$ cat src/hw/adcsc_params.svh
`ifndef ADCSC_PARAMS_SVH
`define ADCSC_PARAMS_SVH
// Register byte offsets
`define ADCSC_OFF_SC 12'h000
`define ADCSC_OFF_CFG 12'h004
`define ADCSC_OFF_RESL 12'h008
`define ADCSC_OFF_IRQ_STAT 12'h00c
`define ADCSC_OFF_IRQ_MASK 12'h010
// Status/control field positions
`define ADCSC_BIT_DONE 7
`define ADCSC_BIT_IRQ_EN 6
`define ADCSC_BIT_CONT 5
`define ADCSC_CH_MSB 4
// Config field positions
`define ADCSC_BIT_HWTRG 0
`define ADCSC_BIT_CMP_EN 1
// Reset values
`define ADCSC_SC_RESET 8'h1f
`define ADCSC_CFG_RESET 2'h0
// Channel codes
`define ADCSC_CH_LAST_EXT 5'h1b
`define ADCSC_CH_RSVD 5'h1c
`define ADCSC_CH_HIGH_REFERENCE 5'h1d
`define ADCSC_CH_LOW_REFERENCE 5'h1e
`define ADCSC_CH_OFF 5'h1f
// Number of analog inputs
`define ADCSC_N_INPUTS 28
// AXI responses
`define ADCSC_RESP_OKAY 2'h0
`define ADCSC_RESP_SLVERR 2'h2
`endif

$ cat src/hw/adcsc_pkg.sv
package adcsc_pkg;
  // Selection presented to the analog multiplexer
  typedef struct packed {
    logic [27:0] input_onehot;
    logic high_reference;
    logic low_reference;
  } adcsc_mux_t;
  // Handshake with the analog converter core
  typedef struct packed {
    logic start;
    logic abort;
    logic powered;
  } adcsc_core_ctl_t;
  typedef struct packed {
    logic done;
    logic cmp_true;
    logic [7:0] result_low;
  } adcsc_core_sts_t;
  // Conversion sequencer states
  typedef enum logic [2:0] {
    ADCSC_IDLE = 3'b001,
    ADCSC_ARMED = 3'b010,
    ADCSC_BUSY = 3'b100
  } adcsc_state_t;
endpackage : adcsc_pkg

$ cat src/hw/adcsc_chan_decode.sv
`timescale 1ns/1ps
`include "adcsc_params.svh"
// Channel field to multiplexer selection
module adcsc_chan_decode (
  input wire logic [4:0] input_channel_sel,
  output adcsc_pkg::adcsc_mux_t mux_sel
);
  import adcsc_pkg::*;
  ////////////////////////////////////////////////////////////////////////////
  // Combinational decode, all-ones leaves every source open
  always_comb begin
    mux_sel = '0;
    if (input_channel_sel <= `ADCSC_CH_LAST_EXT) begin
      mux_sel.input_onehot = 28'(28'h1 << input_channel_sel);
    end else if (input_channel_sel == `ADCSC_CH_HIGH_REFERENCE) begin
      mux_sel.high_reference = 1'b1;
    end else if (input_channel_sel == `ADCSC_CH_LOW_REFERENCE) begin
      mux_sel.low_reference = 1'b1;
    end
    // Reserved and off codes select nothing
  end
endmodule : adcsc_chan_decode

$ cat src/hw/adcsc_ctrl.sv
`timescale 1ns/1ps
`include "adcsc_params.svh"
// Notes on behaviour
// - No compare: every finished conversion sets flag
// - Compare on: flag set only if true
// - Control write or low result read clears
// - Flag set with enable high raises interrupt when the mask register bit is set
// - Single mode: one conversion per trigger
// - Continuous software mode starts on write
// - Continuous hardware mode starts on trigger
// - Five-bit field bits 4:0 picks input
// - Decode inputs 0-27, references, reserved code
// - All-ones code powers the converter off
// - All-ones code disconnects every input
// - All-ones stop write starts no conversion
// - Single mode idles low power after completion
// - Up to 28 selectable analog inputs
// - Compare enable works in every mode
// - Converter off in reset or all-ones
module adcsc_ctrl (
  input wire logic aclk,
  input wire logic aresetn,
  input wire logic [11:0] s_axi_awaddr,
  input wire logic s_axi_awvalid,
  output logic s_axi_awready,
  input wire logic [31:0] s_axi_wdata,
  input wire logic [3:0] s_axi_wstrb,
  input wire logic s_axi_wvalid,
  output logic s_axi_wready,
  output logic [1:0] s_axi_bresp,
  output logic s_axi_bvalid,
  input wire logic s_axi_bready,
  input wire logic [11:0] s_axi_araddr,
  input wire logic s_axi_arvalid,
  output logic s_axi_arready,
  output logic [31:0] s_axi_rdata,
  output logic [1:0] s_axi_rresp,
  output logic s_axi_rvalid,
  input wire logic s_axi_rready,
  input wire logic hw_conv_trigger,
  input wire adcsc_pkg::adcsc_core_sts_t core_sts,
  output adcsc_pkg::adcsc_core_ctl_t core_ctl,
  output adcsc_pkg::adcsc_mux_t mux_sel,
  output logic irq
);
  import adcsc_pkg::*;
  ////////////////////////////////////////////////////////////////////////////
  // Declarations
  logic [7:0] sc_reg; // Status/control register
  logic [1:0] cfg_reg; // Trigger select and compare enable
  logic [7:0] resl_reg; // Low result
  logic irq_stat_reg; // Sticky completion event
  logic irq_mask_reg; // Event mask
  logic aw_hold_reg, w_hold_reg; // Captured write halves
  logic [11:0] aw_addr_reg;
  logic [31:0] w_data_reg;
  logic [3:0] w_strb_reg;
  logic trg_s1_reg, trg_s2_reg, trg_s3_reg; // Trigger synchroniser and edge
  adcsc_state_t state_reg;
  adcsc_mux_t mux_next;
  logic wr_go, wr_sc, rd_go, rd_resl, trg_edge, chan_off, done_ok;
  ////////////////////////////////////////////////////////////////////////////
  // Bus handshake terms
  assign wr_go = aw_hold_reg && w_hold_reg && !s_axi_bvalid;
  assign wr_sc = wr_go && aw_addr_reg == `ADCSC_OFF_SC && w_strb_reg[0];
  assign rd_go = s_axi_arvalid && s_axi_arready;
  assign rd_resl = rd_go && s_axi_araddr == `ADCSC_OFF_RESL;
  assign trg_edge = trg_s2_reg && !trg_s3_reg;
  assign chan_off = sc_reg[`ADCSC_CH_MSB:0] == `ADCSC_CH_OFF;
  assign done_ok = core_sts.done && state_reg == ADCSC_BUSY
    && (!cfg_reg[`ADCSC_BIT_CMP_EN] || core_sts.cmp_true);
  ////////////////////////////////////////////////////////////////////////////
  // Write address and data capture, either order
  always_ff @(posedge aclk) begin
    if (!aresetn) begin
      aw_hold_reg <= 1'b0;
      w_hold_reg <= 1'b0;
      aw_addr_reg <= 12'h000;
      w_data_reg <= 32'h0;
      w_strb_reg <= 4'h0;
    end else if (wr_go) begin
      aw_hold_reg <= 1'b0;
      w_hold_reg <= 1'b0;
    end else begin
      if (s_axi_awvalid && s_axi_awready) begin
        aw_hold_reg <= 1'b1;
        aw_addr_reg <= s_axi_awaddr;
      end
      if (s_axi_wvalid && s_axi_wready) begin
        w_hold_reg <= 1'b1;
        w_data_reg <= s_axi_wdata;
        w_strb_reg <= s_axi_wstrb;
      end
    end
  end
  ////////////////////////////////////////////////////////////////////////////
  // Ready flags and write response
  always_ff @(posedge aclk) begin
    if (!aresetn) begin
      s_axi_awready <= 1'b0;
      s_axi_wready <= 1'b0;
      s_axi_bvalid <= 1'b0;
      s_axi_bresp <= `ADCSC_RESP_OKAY;
    end else begin
      s_axi_awready <= !aw_hold_reg && !(s_axi_awvalid && s_axi_awready) && !s_axi_bvalid;
      s_axi_wready <= !w_hold_reg && !(s_axi_wvalid && s_axi_wready) && !s_axi_bvalid;
      if (wr_go) begin
        s_axi_bvalid <= 1'b1;
        // Unmapped addresses answer with an error
        if (aw_addr_reg == `ADCSC_OFF_SC || aw_addr_reg == `ADCSC_OFF_CFG
            || aw_addr_reg == `ADCSC_OFF_IRQ_STAT || aw_addr_reg == `ADCSC_OFF_IRQ_MASK) begin
          s_axi_bresp <= `ADCSC_RESP_OKAY;
        end else begin
          s_axi_bresp <= `ADCSC_RESP_SLVERR;
        end
      end else if (s_axi_bready) begin
        s_axi_bvalid <= 1'b0;
      end
    end
  end
  ////////////////////////////////////////////////////////////////////////////
  // Read channel, one beat per address
  always_ff @(posedge aclk) begin
    if (!aresetn) begin
      s_axi_arready <= 1'b0;
      s_axi_rvalid <= 1'b0;
      s_axi_rdata <= 32'h0;
      s_axi_rresp <= `ADCSC_RESP_OKAY;
    end else begin
      s_axi_arready <= !s_axi_rvalid && !rd_go;
      if (rd_go) begin
        s_axi_rvalid <= 1'b1;
        s_axi_rresp <= `ADCSC_RESP_OKAY;
        unique case (s_axi_araddr)
          `ADCSC_OFF_SC: s_axi_rdata <= {24'h0, sc_reg};
          `ADCSC_OFF_CFG: s_axi_rdata <= {30'h0, cfg_reg};
          `ADCSC_OFF_RESL: s_axi_rdata <= {24'h0, resl_reg};
          `ADCSC_OFF_IRQ_STAT: s_axi_rdata <= {31'h0, irq_stat_reg};
          `ADCSC_OFF_IRQ_MASK: s_axi_rdata <= {31'h0, irq_mask_reg};
          default: begin
            s_axi_rdata <= 32'h0;
            s_axi_rresp <= `ADCSC_RESP_SLVERR;
          end
        endcase
      end else if (s_axi_rready) begin
        s_axi_rvalid <= 1'b0;
      end
    end
  end
  ////////////////////////////////////////////////////////////////////////////
  // Hardware trigger synchroniser
  always_ff @(posedge aclk) begin
    if (!aresetn) begin
      trg_s1_reg <= 1'b0;
      trg_s2_reg <= 1'b0;
      trg_s3_reg <= 1'b0;
    end else begin
      trg_s1_reg <= hw_conv_trigger;
      trg_s2_reg <= trg_s1_reg;
      trg_s3_reg <= trg_s2_reg;
    end
  end
  ////////////////////////////////////////////////////////////////////////////
  // Control bits; completion flag set wins over its clears
  always_ff @(posedge aclk) begin
    if (!aresetn) begin
      sc_reg <= `ADCSC_SC_RESET;
      cfg_reg <= `ADCSC_CFG_RESET;
      irq_mask_reg <= 1'b0;
    end else begin
      if (wr_sc) begin
        sc_reg[6:0] <= w_data_reg[6:0];
      end
      if (wr_go && aw_addr_reg == `ADCSC_OFF_CFG && w_strb_reg[0]) begin
        cfg_reg <= w_data_reg[1:0];
      end
      if (wr_go && aw_addr_reg == `ADCSC_OFF_IRQ_MASK && w_strb_reg[0]) begin
        irq_mask_reg <= w_data_reg[0];
      end
      if (done_ok) begin
        sc_reg[`ADCSC_BIT_DONE] <= 1'b1;
      end else if (wr_sc || rd_resl) begin
        sc_reg[`ADCSC_BIT_DONE] <= 1'b0;
      end
    end
  end
  ////////////////////////////////////////////////////////////////////////////
  // Result capture and interrupt status
  always_ff @(posedge aclk) begin
    if (!aresetn) begin
      resl_reg <= 8'h00;
      irq_stat_reg <= 1'b0;
      irq <= 1'b0;
    end else begin
      if (done_ok) begin
        resl_reg <= core_sts.result_low;
      end
      if (done_ok && sc_reg[`ADCSC_BIT_IRQ_EN]) begin
        irq_stat_reg <= 1'b1;
      end else if (wr_go && aw_addr_reg == `ADCSC_OFF_IRQ_STAT && w_data_reg[0]) begin
        irq_stat_reg <= 1'b0;
      end
      irq <= irq_stat_reg && irq_mask_reg;
    end
  end
  ////////////////////////////////////////////////////////////////////////////
  // Conversion sequencer
  always_ff @(posedge aclk) begin
    if (!aresetn) begin
      state_reg <= ADCSC_IDLE;
      core_ctl <= '0;
    end else begin
      core_ctl.start <= 1'b0;
      core_ctl.abort <= 1'b0;
      // Powered only while converting; armed and idle both rest in low power
      core_ctl.powered <= !chan_off && state_reg == ADCSC_BUSY;
      if (wr_sc) begin
        core_ctl.abort <= state_reg == ADCSC_BUSY;
        if (w_data_reg[`ADCSC_CH_MSB:0] == `ADCSC_CH_OFF) begin
          state_reg <= ADCSC_IDLE;
        end else if (cfg_reg[`ADCSC_BIT_HWTRG]) begin
          state_reg <= ADCSC_ARMED;
        end else begin
          state_reg <= ADCSC_BUSY;
          core_ctl.start <= 1'b1;
          core_ctl.powered <= 1'b1;
        end
      end else begin
        unique case (state_reg)
          ADCSC_IDLE: ;
          ADCSC_ARMED: if (trg_edge && !chan_off) begin
            state_reg <= ADCSC_BUSY;
            core_ctl.start <= 1'b1;
            core_ctl.powered <= 1'b1;
          end
          ADCSC_BUSY: if (core_sts.done) begin
            if (sc_reg[`ADCSC_BIT_CONT] && !cfg_reg[`ADCSC_BIT_HWTRG]) begin
              core_ctl.start <= 1'b1;
            end else if (sc_reg[`ADCSC_BIT_CONT]) begin
              core_ctl.start <= 1'b1;
            end else begin
              state_reg <= cfg_reg[`ADCSC_BIT_HWTRG] ? ADCSC_ARMED : ADCSC_IDLE;
            end
          end
          default: state_reg <= ADCSC_IDLE;
        endcase
      end
    end
  end
  ////////////////////////////////////////////////////////////////////////////
  // Multiplexer selection, registered
  adcsc_chan_decode u_decode (
    .input_channel_sel(sc_reg[`ADCSC_CH_MSB:0]),
    .mux_sel(mux_next)
  );
  always_ff @(posedge aclk) begin
    if (!aresetn) begin
      mux_sel <= '0;
    end else begin
      mux_sel <= mux_next;
    end
  end
  ////////////////////////////////////////////////////////////////////////////
  // Checks
  property p_flag_set;
    @(posedge aclk) disable iff (!aresetn)
    done_ok |=> sc_reg[`ADCSC_BIT_DONE];
  endproperty
  a_flag_set: assert property (p_flag_set) else $error("done flag not set");
  property p_cmp_gate;
    @(posedge aclk) disable iff (!aresetn)
    (cfg_reg[`ADCSC_BIT_CMP_EN] && core_sts.done && !core_sts.cmp_true && !sc_reg[7])
      |=> !sc_reg[`ADCSC_BIT_DONE];
  endproperty
  a_cmp_gate: assert property (p_cmp_gate) else $error("flag set on false compare");
  property p_clear;
    @(posedge aclk) disable iff (!aresetn)
    (rd_resl && !done_ok) |=> !sc_reg[`ADCSC_BIT_DONE];
  endproperty
  a_clear: assert property (p_clear) else $error("flag not cleared");
  property p_irq;
    @(posedge aclk) disable iff (!aresetn)
    (done_ok && sc_reg[6] && irq_mask_reg) |=> ##1 irq;
  endproperty
  a_irq: assert property (p_irq) else $error("interrupt missing");
  property p_sw_start;
    @(posedge aclk) disable iff (!aresetn)
    (wr_sc && !cfg_reg[0] && w_data_reg[4:0] != 5'h1f) |=> core_ctl.start;
  endproperty
  a_sw_start: assert property (p_sw_start) else $error("no start on write");
  property p_off_nostart;
    @(posedge aclk) disable iff (!aresetn)
    (wr_sc && w_data_reg[4:0] == 5'h1f) |=> !core_ctl.start ##1 !core_ctl.powered;
  endproperty
  a_off_nostart: assert property (p_off_nostart) else $error("start on off code");
  property p_off_mux;
    @(posedge aclk) disable iff (!aresetn)
    chan_off |=> mux_sel == '0;
  endproperty
  a_off_mux: assert property (p_off_mux) else $error("input not isolated");
  property p_abort;
    @(posedge aclk) disable iff (!aresetn)
    (wr_sc && state_reg == ADCSC_BUSY) |=> core_ctl.abort;
  endproperty
  a_abort: assert property (p_abort) else $error("no abort on write");
endmodule : adcsc_ctrl

$ cat config.mk
export PLATFORM = sky130hd
export DESIGN_NAME = adcsc_ctrl
export DESIGN_NICKNAME = d
export VERILOG_FILES = /design/src/hw/adcsc_pkg.sv /design/src/hw/adcsc_chan_decode.sv /design/src/hw/adcsc_ctrl.sv
export VERILOG_INCLUDE_DIRS = /design/src /design/src/hw
export SDC_FILE = /design/constraint.sdc
export NUM_CORES = 1
export LEC_CHECK = 0
export ABC_AREA = 0
export BUFFER_PORTS_ARGS = -buffer_cell sky130_fd_sc_hd__buf_2
export CAP_MARGIN = 25
export CORE_ASPECT_RATIO = 1.5
export CORE_MARGIN = 1.5
export CORE_UTILIZATION = 48
export DETAILED_ROUTE_END_ITERATION = 16
export PLACE_DENSITY = 0.9
export SYNTH_ARGS = -nofsm -noshare
export SYNTH_HDL_FRONTEND = slang
export SYNTH_SLANG_ARGS = --single-unit
$ cat constraint.sdc
create_clock -name aclk -period 3.4 [get_ports aclk]
set_input_delay 0.68 -clock aclk [delete_from_list [all_inputs] [get_ports aclk]]
set_output_delay 0.68 -clock aclk [all_outputs]
set_load 0.03 [all_outputs]
==> impl_summary.log <==
[metrics] Setup TNS Final: 0 ps
[metrics] total vias in the final route: 3,013
[metrics] post-synthesis mux area share: 6.34%
[metrics] global placer's final weighted congestion: 0.851
[metrics] synthesized-area fraction occupied by and/or/nand/nor cells: 24.3%
[metrics] Min Clock Period, post-route: 2360 ps
[metrics] Final period util: a little over two thirds
[metrics] CTS Hold Buffers Added: 0
[metrics] Num CTS Buffers: 9
[metrics] remaining antenna violation count after routing: 0
[metrics] clock tree from TritonCTS: done
[metrics] number of synthesized register bits: 97
[metrics] ports placed on the boundary: 153
[metrics] Post-synth top flop: dfxtp_1
[metrics] placed cell area: 0.00411 mm²
[metrics] vias in the first global route: 2,739
[metrics] Starting Density: around half
[metrics] delay of the slowest cell on the worst path: 500 ps
[metrics] DRC Markers: 0
[metrics] drt wl/cell: 13.5 µm
[metrics] CTS Root Buffer Type: clkbuf_8
[metrics] Max transition margin: 60.2%
[metrics] number of optimization iterations in the first detailed-route pass: 4
[metrics] Syn Inst Count: about 400
[metrics] number of diodes added for antenna fixing: 0
[metrics] Synth Area in XOR/XNOR: 0%
[metrics] critical path's most frequent cell: or4_1
[metrics] mean post-synth cell area: 9.14 µm²
[metrics] first-iteration detailed-routing DRC count: 161
[metrics] Port Buffers: 98
[metrics] part of the total power dissipated in the clock network: about two fifths
[metrics] NumNets Final: 566
[metrics] arrival time reported for the critical path endpoint: ~2700 ps
[metrics] number of max-slew violations in the final report: 0
[metrics] post-synth top area cell: dfxtp_1
[metrics] critical path launch point type: primary input
[metrics] CP max FO: 6
[metrics] share of the synthesized area in the top cell type: 52.9%
[metrics] dominant combinational cell family by area after synthesis: simple AND/OR/NAND/NOR gates
[metrics] count of yosys warnings during synthesis: 0
[metrics] global routing usage summed across all routing layers: 19.8%
[metrics] adder and majority gate portion of the synthesized area: 0%
[metrics] pwr dens: 497 mW/mm²
[metrics] Clk pin slew, worst setup/hold paths: 100 ps
[metrics] area of combinational cells with multiple inputs: between 0.0015 and 0.002 mm²
[metrics] Hold/Removal Path Class: reg -> reg
[metrics] proportion of total power due to net switching: around 24%
[metrics] Post-synth EDFFs: 0
[metrics] standard-cell row count: 38
[metrics] HPWL after detailed placement: 5880 µm
[metrics] Clock Skew: 16.1 ps
[metrics] post-CTS setup buffer count: 0
[metrics] status: finished, final reports clean
[metrics] total wirelength of the detailed-routed design: 8030 µm
[metrics] CTS max path bufs: 2
[metrics] crit path cell chain: buf_2 -> or4_1 -> or4_1 -> nor3_1 -> and3_1 -> a221o_1
[metrics] Post-Syn Area: 0.00367 mm²
[metrics] sequential fraction of the synthesis area: 52.9%
[metrics] maximum resistive drop on vdd: about 0.00034 V
[metrics] max FFs per register: 30
[metrics] initial antenna violation count: 0
[metrics] # H-tree levels: 3
[metrics] total internal power: between 0.0015 and 0.002 W
[metrics] Tightest Pin Transition: 595 ps
[metrics] worst skew pair latency: ~370 ps
[metrics] design area: 0.00433 mm²
[metrics] max-cap violations: 0
[metrics] RSZ-0062 raised after global routing: false
[metrics] CP max stage cell: or4_1
[metrics] clock sinks: 97
[metrics] Sequential cell area: 0.00194 mm²
[metrics] Data required, critical path: 3710 ps
[metrics] Switch Pwr: 0.000526 W
[metrics] leading post-synthesis cells by cell area: dfxtp_1 (53%), mux2i_1 (5.7%), buf_4 (5.5%)
[metrics] Chip Width: 74.4 µm
[metrics] fraction of registers with async set or reset after synthesis: 0%
[metrics] Crit. End Element: flop
[metrics] LEAKAGE: around 2.0 nW
[metrics] complex-gate fraction of the synthesized area: 7.77%
[metrics] part of the power in registers: 54.5%
[metrics] area added between synthesis and finish: 17.8%
[metrics] Hold Fails Final Rpt: 0
[metrics] wire length of the first global-routing pass: 12,400 µm
[metrics] startpoint-to-endpoint class of the critical path: in -> reg
[metrics] maximum number of pins on one net before global-route repair: 45
[metrics] highest clock rate: around 0.42 GHz
[metrics] layout cell share with drive strength beyond 1: 24.3%
[metrics] mean number of vias per cell: 5.08
[metrics] Die Y: 110 µm
[metrics] combinational share of power: 7.4%
[metrics] global-route congestion overflow total: 0
[metrics] # resized after CTS: 0
[metrics] Filler Cell Count: 665
[metrics] area of the die: 0.00819 mm²
[metrics] count of endpoints failing setup in the final report: 0
[metrics] count of different cell masters after synthesis: 40
[metrics] area of the core: 0.00732 mm²
## power by group through the flow
stage | logic, W | clock network (W) | registers [W]
floorplan | 0.000122 | 0 | 0.00120
global route | 0.000173 | 0.000874 | 0.00117
CTS | 0.000158 | 0.000822 | 0.00117
detailed placement | 0.000158 | 0 | 0.00120
finish | 0.000158 | 0.000821 | 0.00117
global placement | 0.000153 | 0 | 0.00120
## cell usage after synthesis (2+ instances only)
cell type / n
mux2i_1: 21
or4_1: 4
clkbuf_1: 22
dfxtp_1: 97
buf_4: 27
inv_1: 5
nand3b_1: 4
a221o_1: 6
nand3_1: 11
and3_1: 12
a31oi_1: 2
nand4b_1: 4
nand2_1: 48
nand4_1: 2
and2_1: 4
nor4_1: 3
nor3b_1: 2
nand2b_1: 10
or3_1: 3
nor3_1: 17
nor2b_1: 4
a21oi_1: 23
o21ai_0: 7
buf_2: 2
nor2_1: 47
## cells in the final DEF (no fill, tap or decap), types with 3 or more instances in the layout
master and instances:
a21oi_1 23, a221o_1 6, and2_1 4, and3_1 12, buf_2 98, buf_4 3, clkbuf_8 9, conb_1 26
dfxtp_1 97, inv_1 5, mux2i_1 21, nand2_1 48, nand2b_1 10, nand3_1 11, nand3b_1 4, nand4b_1 4
nor2_1 47, nor2b_1 4, nor3_1 17, nor4_1 3, o21ai_0 7, or3_1 3, or4_1 4
## logic make-up (layout without fill, tap and decap cells)
logic type	count (synthesis)	in the layout
multiplexers	22	22
other	1	26
AND/OR/NAND/NOR	179	179
buffers and inverters	57	123
AO/OA/AOI/OAI	46	46
flip-flops	97	97
## final cells by class
| class | count | area share, % |
|---|---|---|
| Sequential cell | 97 | 44.9 |
| Multi-Input combinational cell | 273 | 34.8 |
| Timing Repair Buffer | 101 | 11.9 |
| Clock buffer | 10 | 2.95 |
| Tap cell | 100 | 2.89 |
| Clock inverter | 6 | 2.08 |
| Inverter | 6 | 0.521 |
## layer usage
| layer | vias up | GRT usage [%] | part of all wire, % |
|---|---|---|---|
| li1 | 1488 | - | - |
| met1 | 1386 | 20.8 | 38 |
| met2 | 116 | 35.4 | 53 |
| met3 | 23 | 5.91 | 6.3 |
| met4 | 0 | 9.22 | 2.9 |
| met5 | - | 0 | 0 |
## critical path, delay by kind of cell
family	cells	cell delay, ps
AOI/OAI and AO/OA	1	200
and+or+nand+nor	4	1700
buffers and inverters	1	90
## worst paths after layout
path | startpoint | endpoint | slack (ps) | depth (start not counted)
max reg2reg | aw_addr_reg[0] | state_reg[2] | 1080 | 5
min | trg_s1_reg | trg_s2_reg | 440 | 1
min reg2reg | trg_s1_reg | trg_s2_reg | 440 | 1
max | s_axi_araddr[7] | s_axi_rdata[7] | 1040 | 6
## per-stage QoR
stage               instances  worst slack (ps)  utilization, %  total power [W]  hold slack [ps]
finish                    593              1040            59.1          0.00215              439
global route              593               899            59.1          0.00222              468
CTS                       593              1040            59.1          0.00215              441
detailed placement        577               662            56.1          0.00136              425
global placement          577               762            56.1          0.00135              420
floorplan                 427              1010               -          0.00133              412
(Power assumes the default switching activity.)
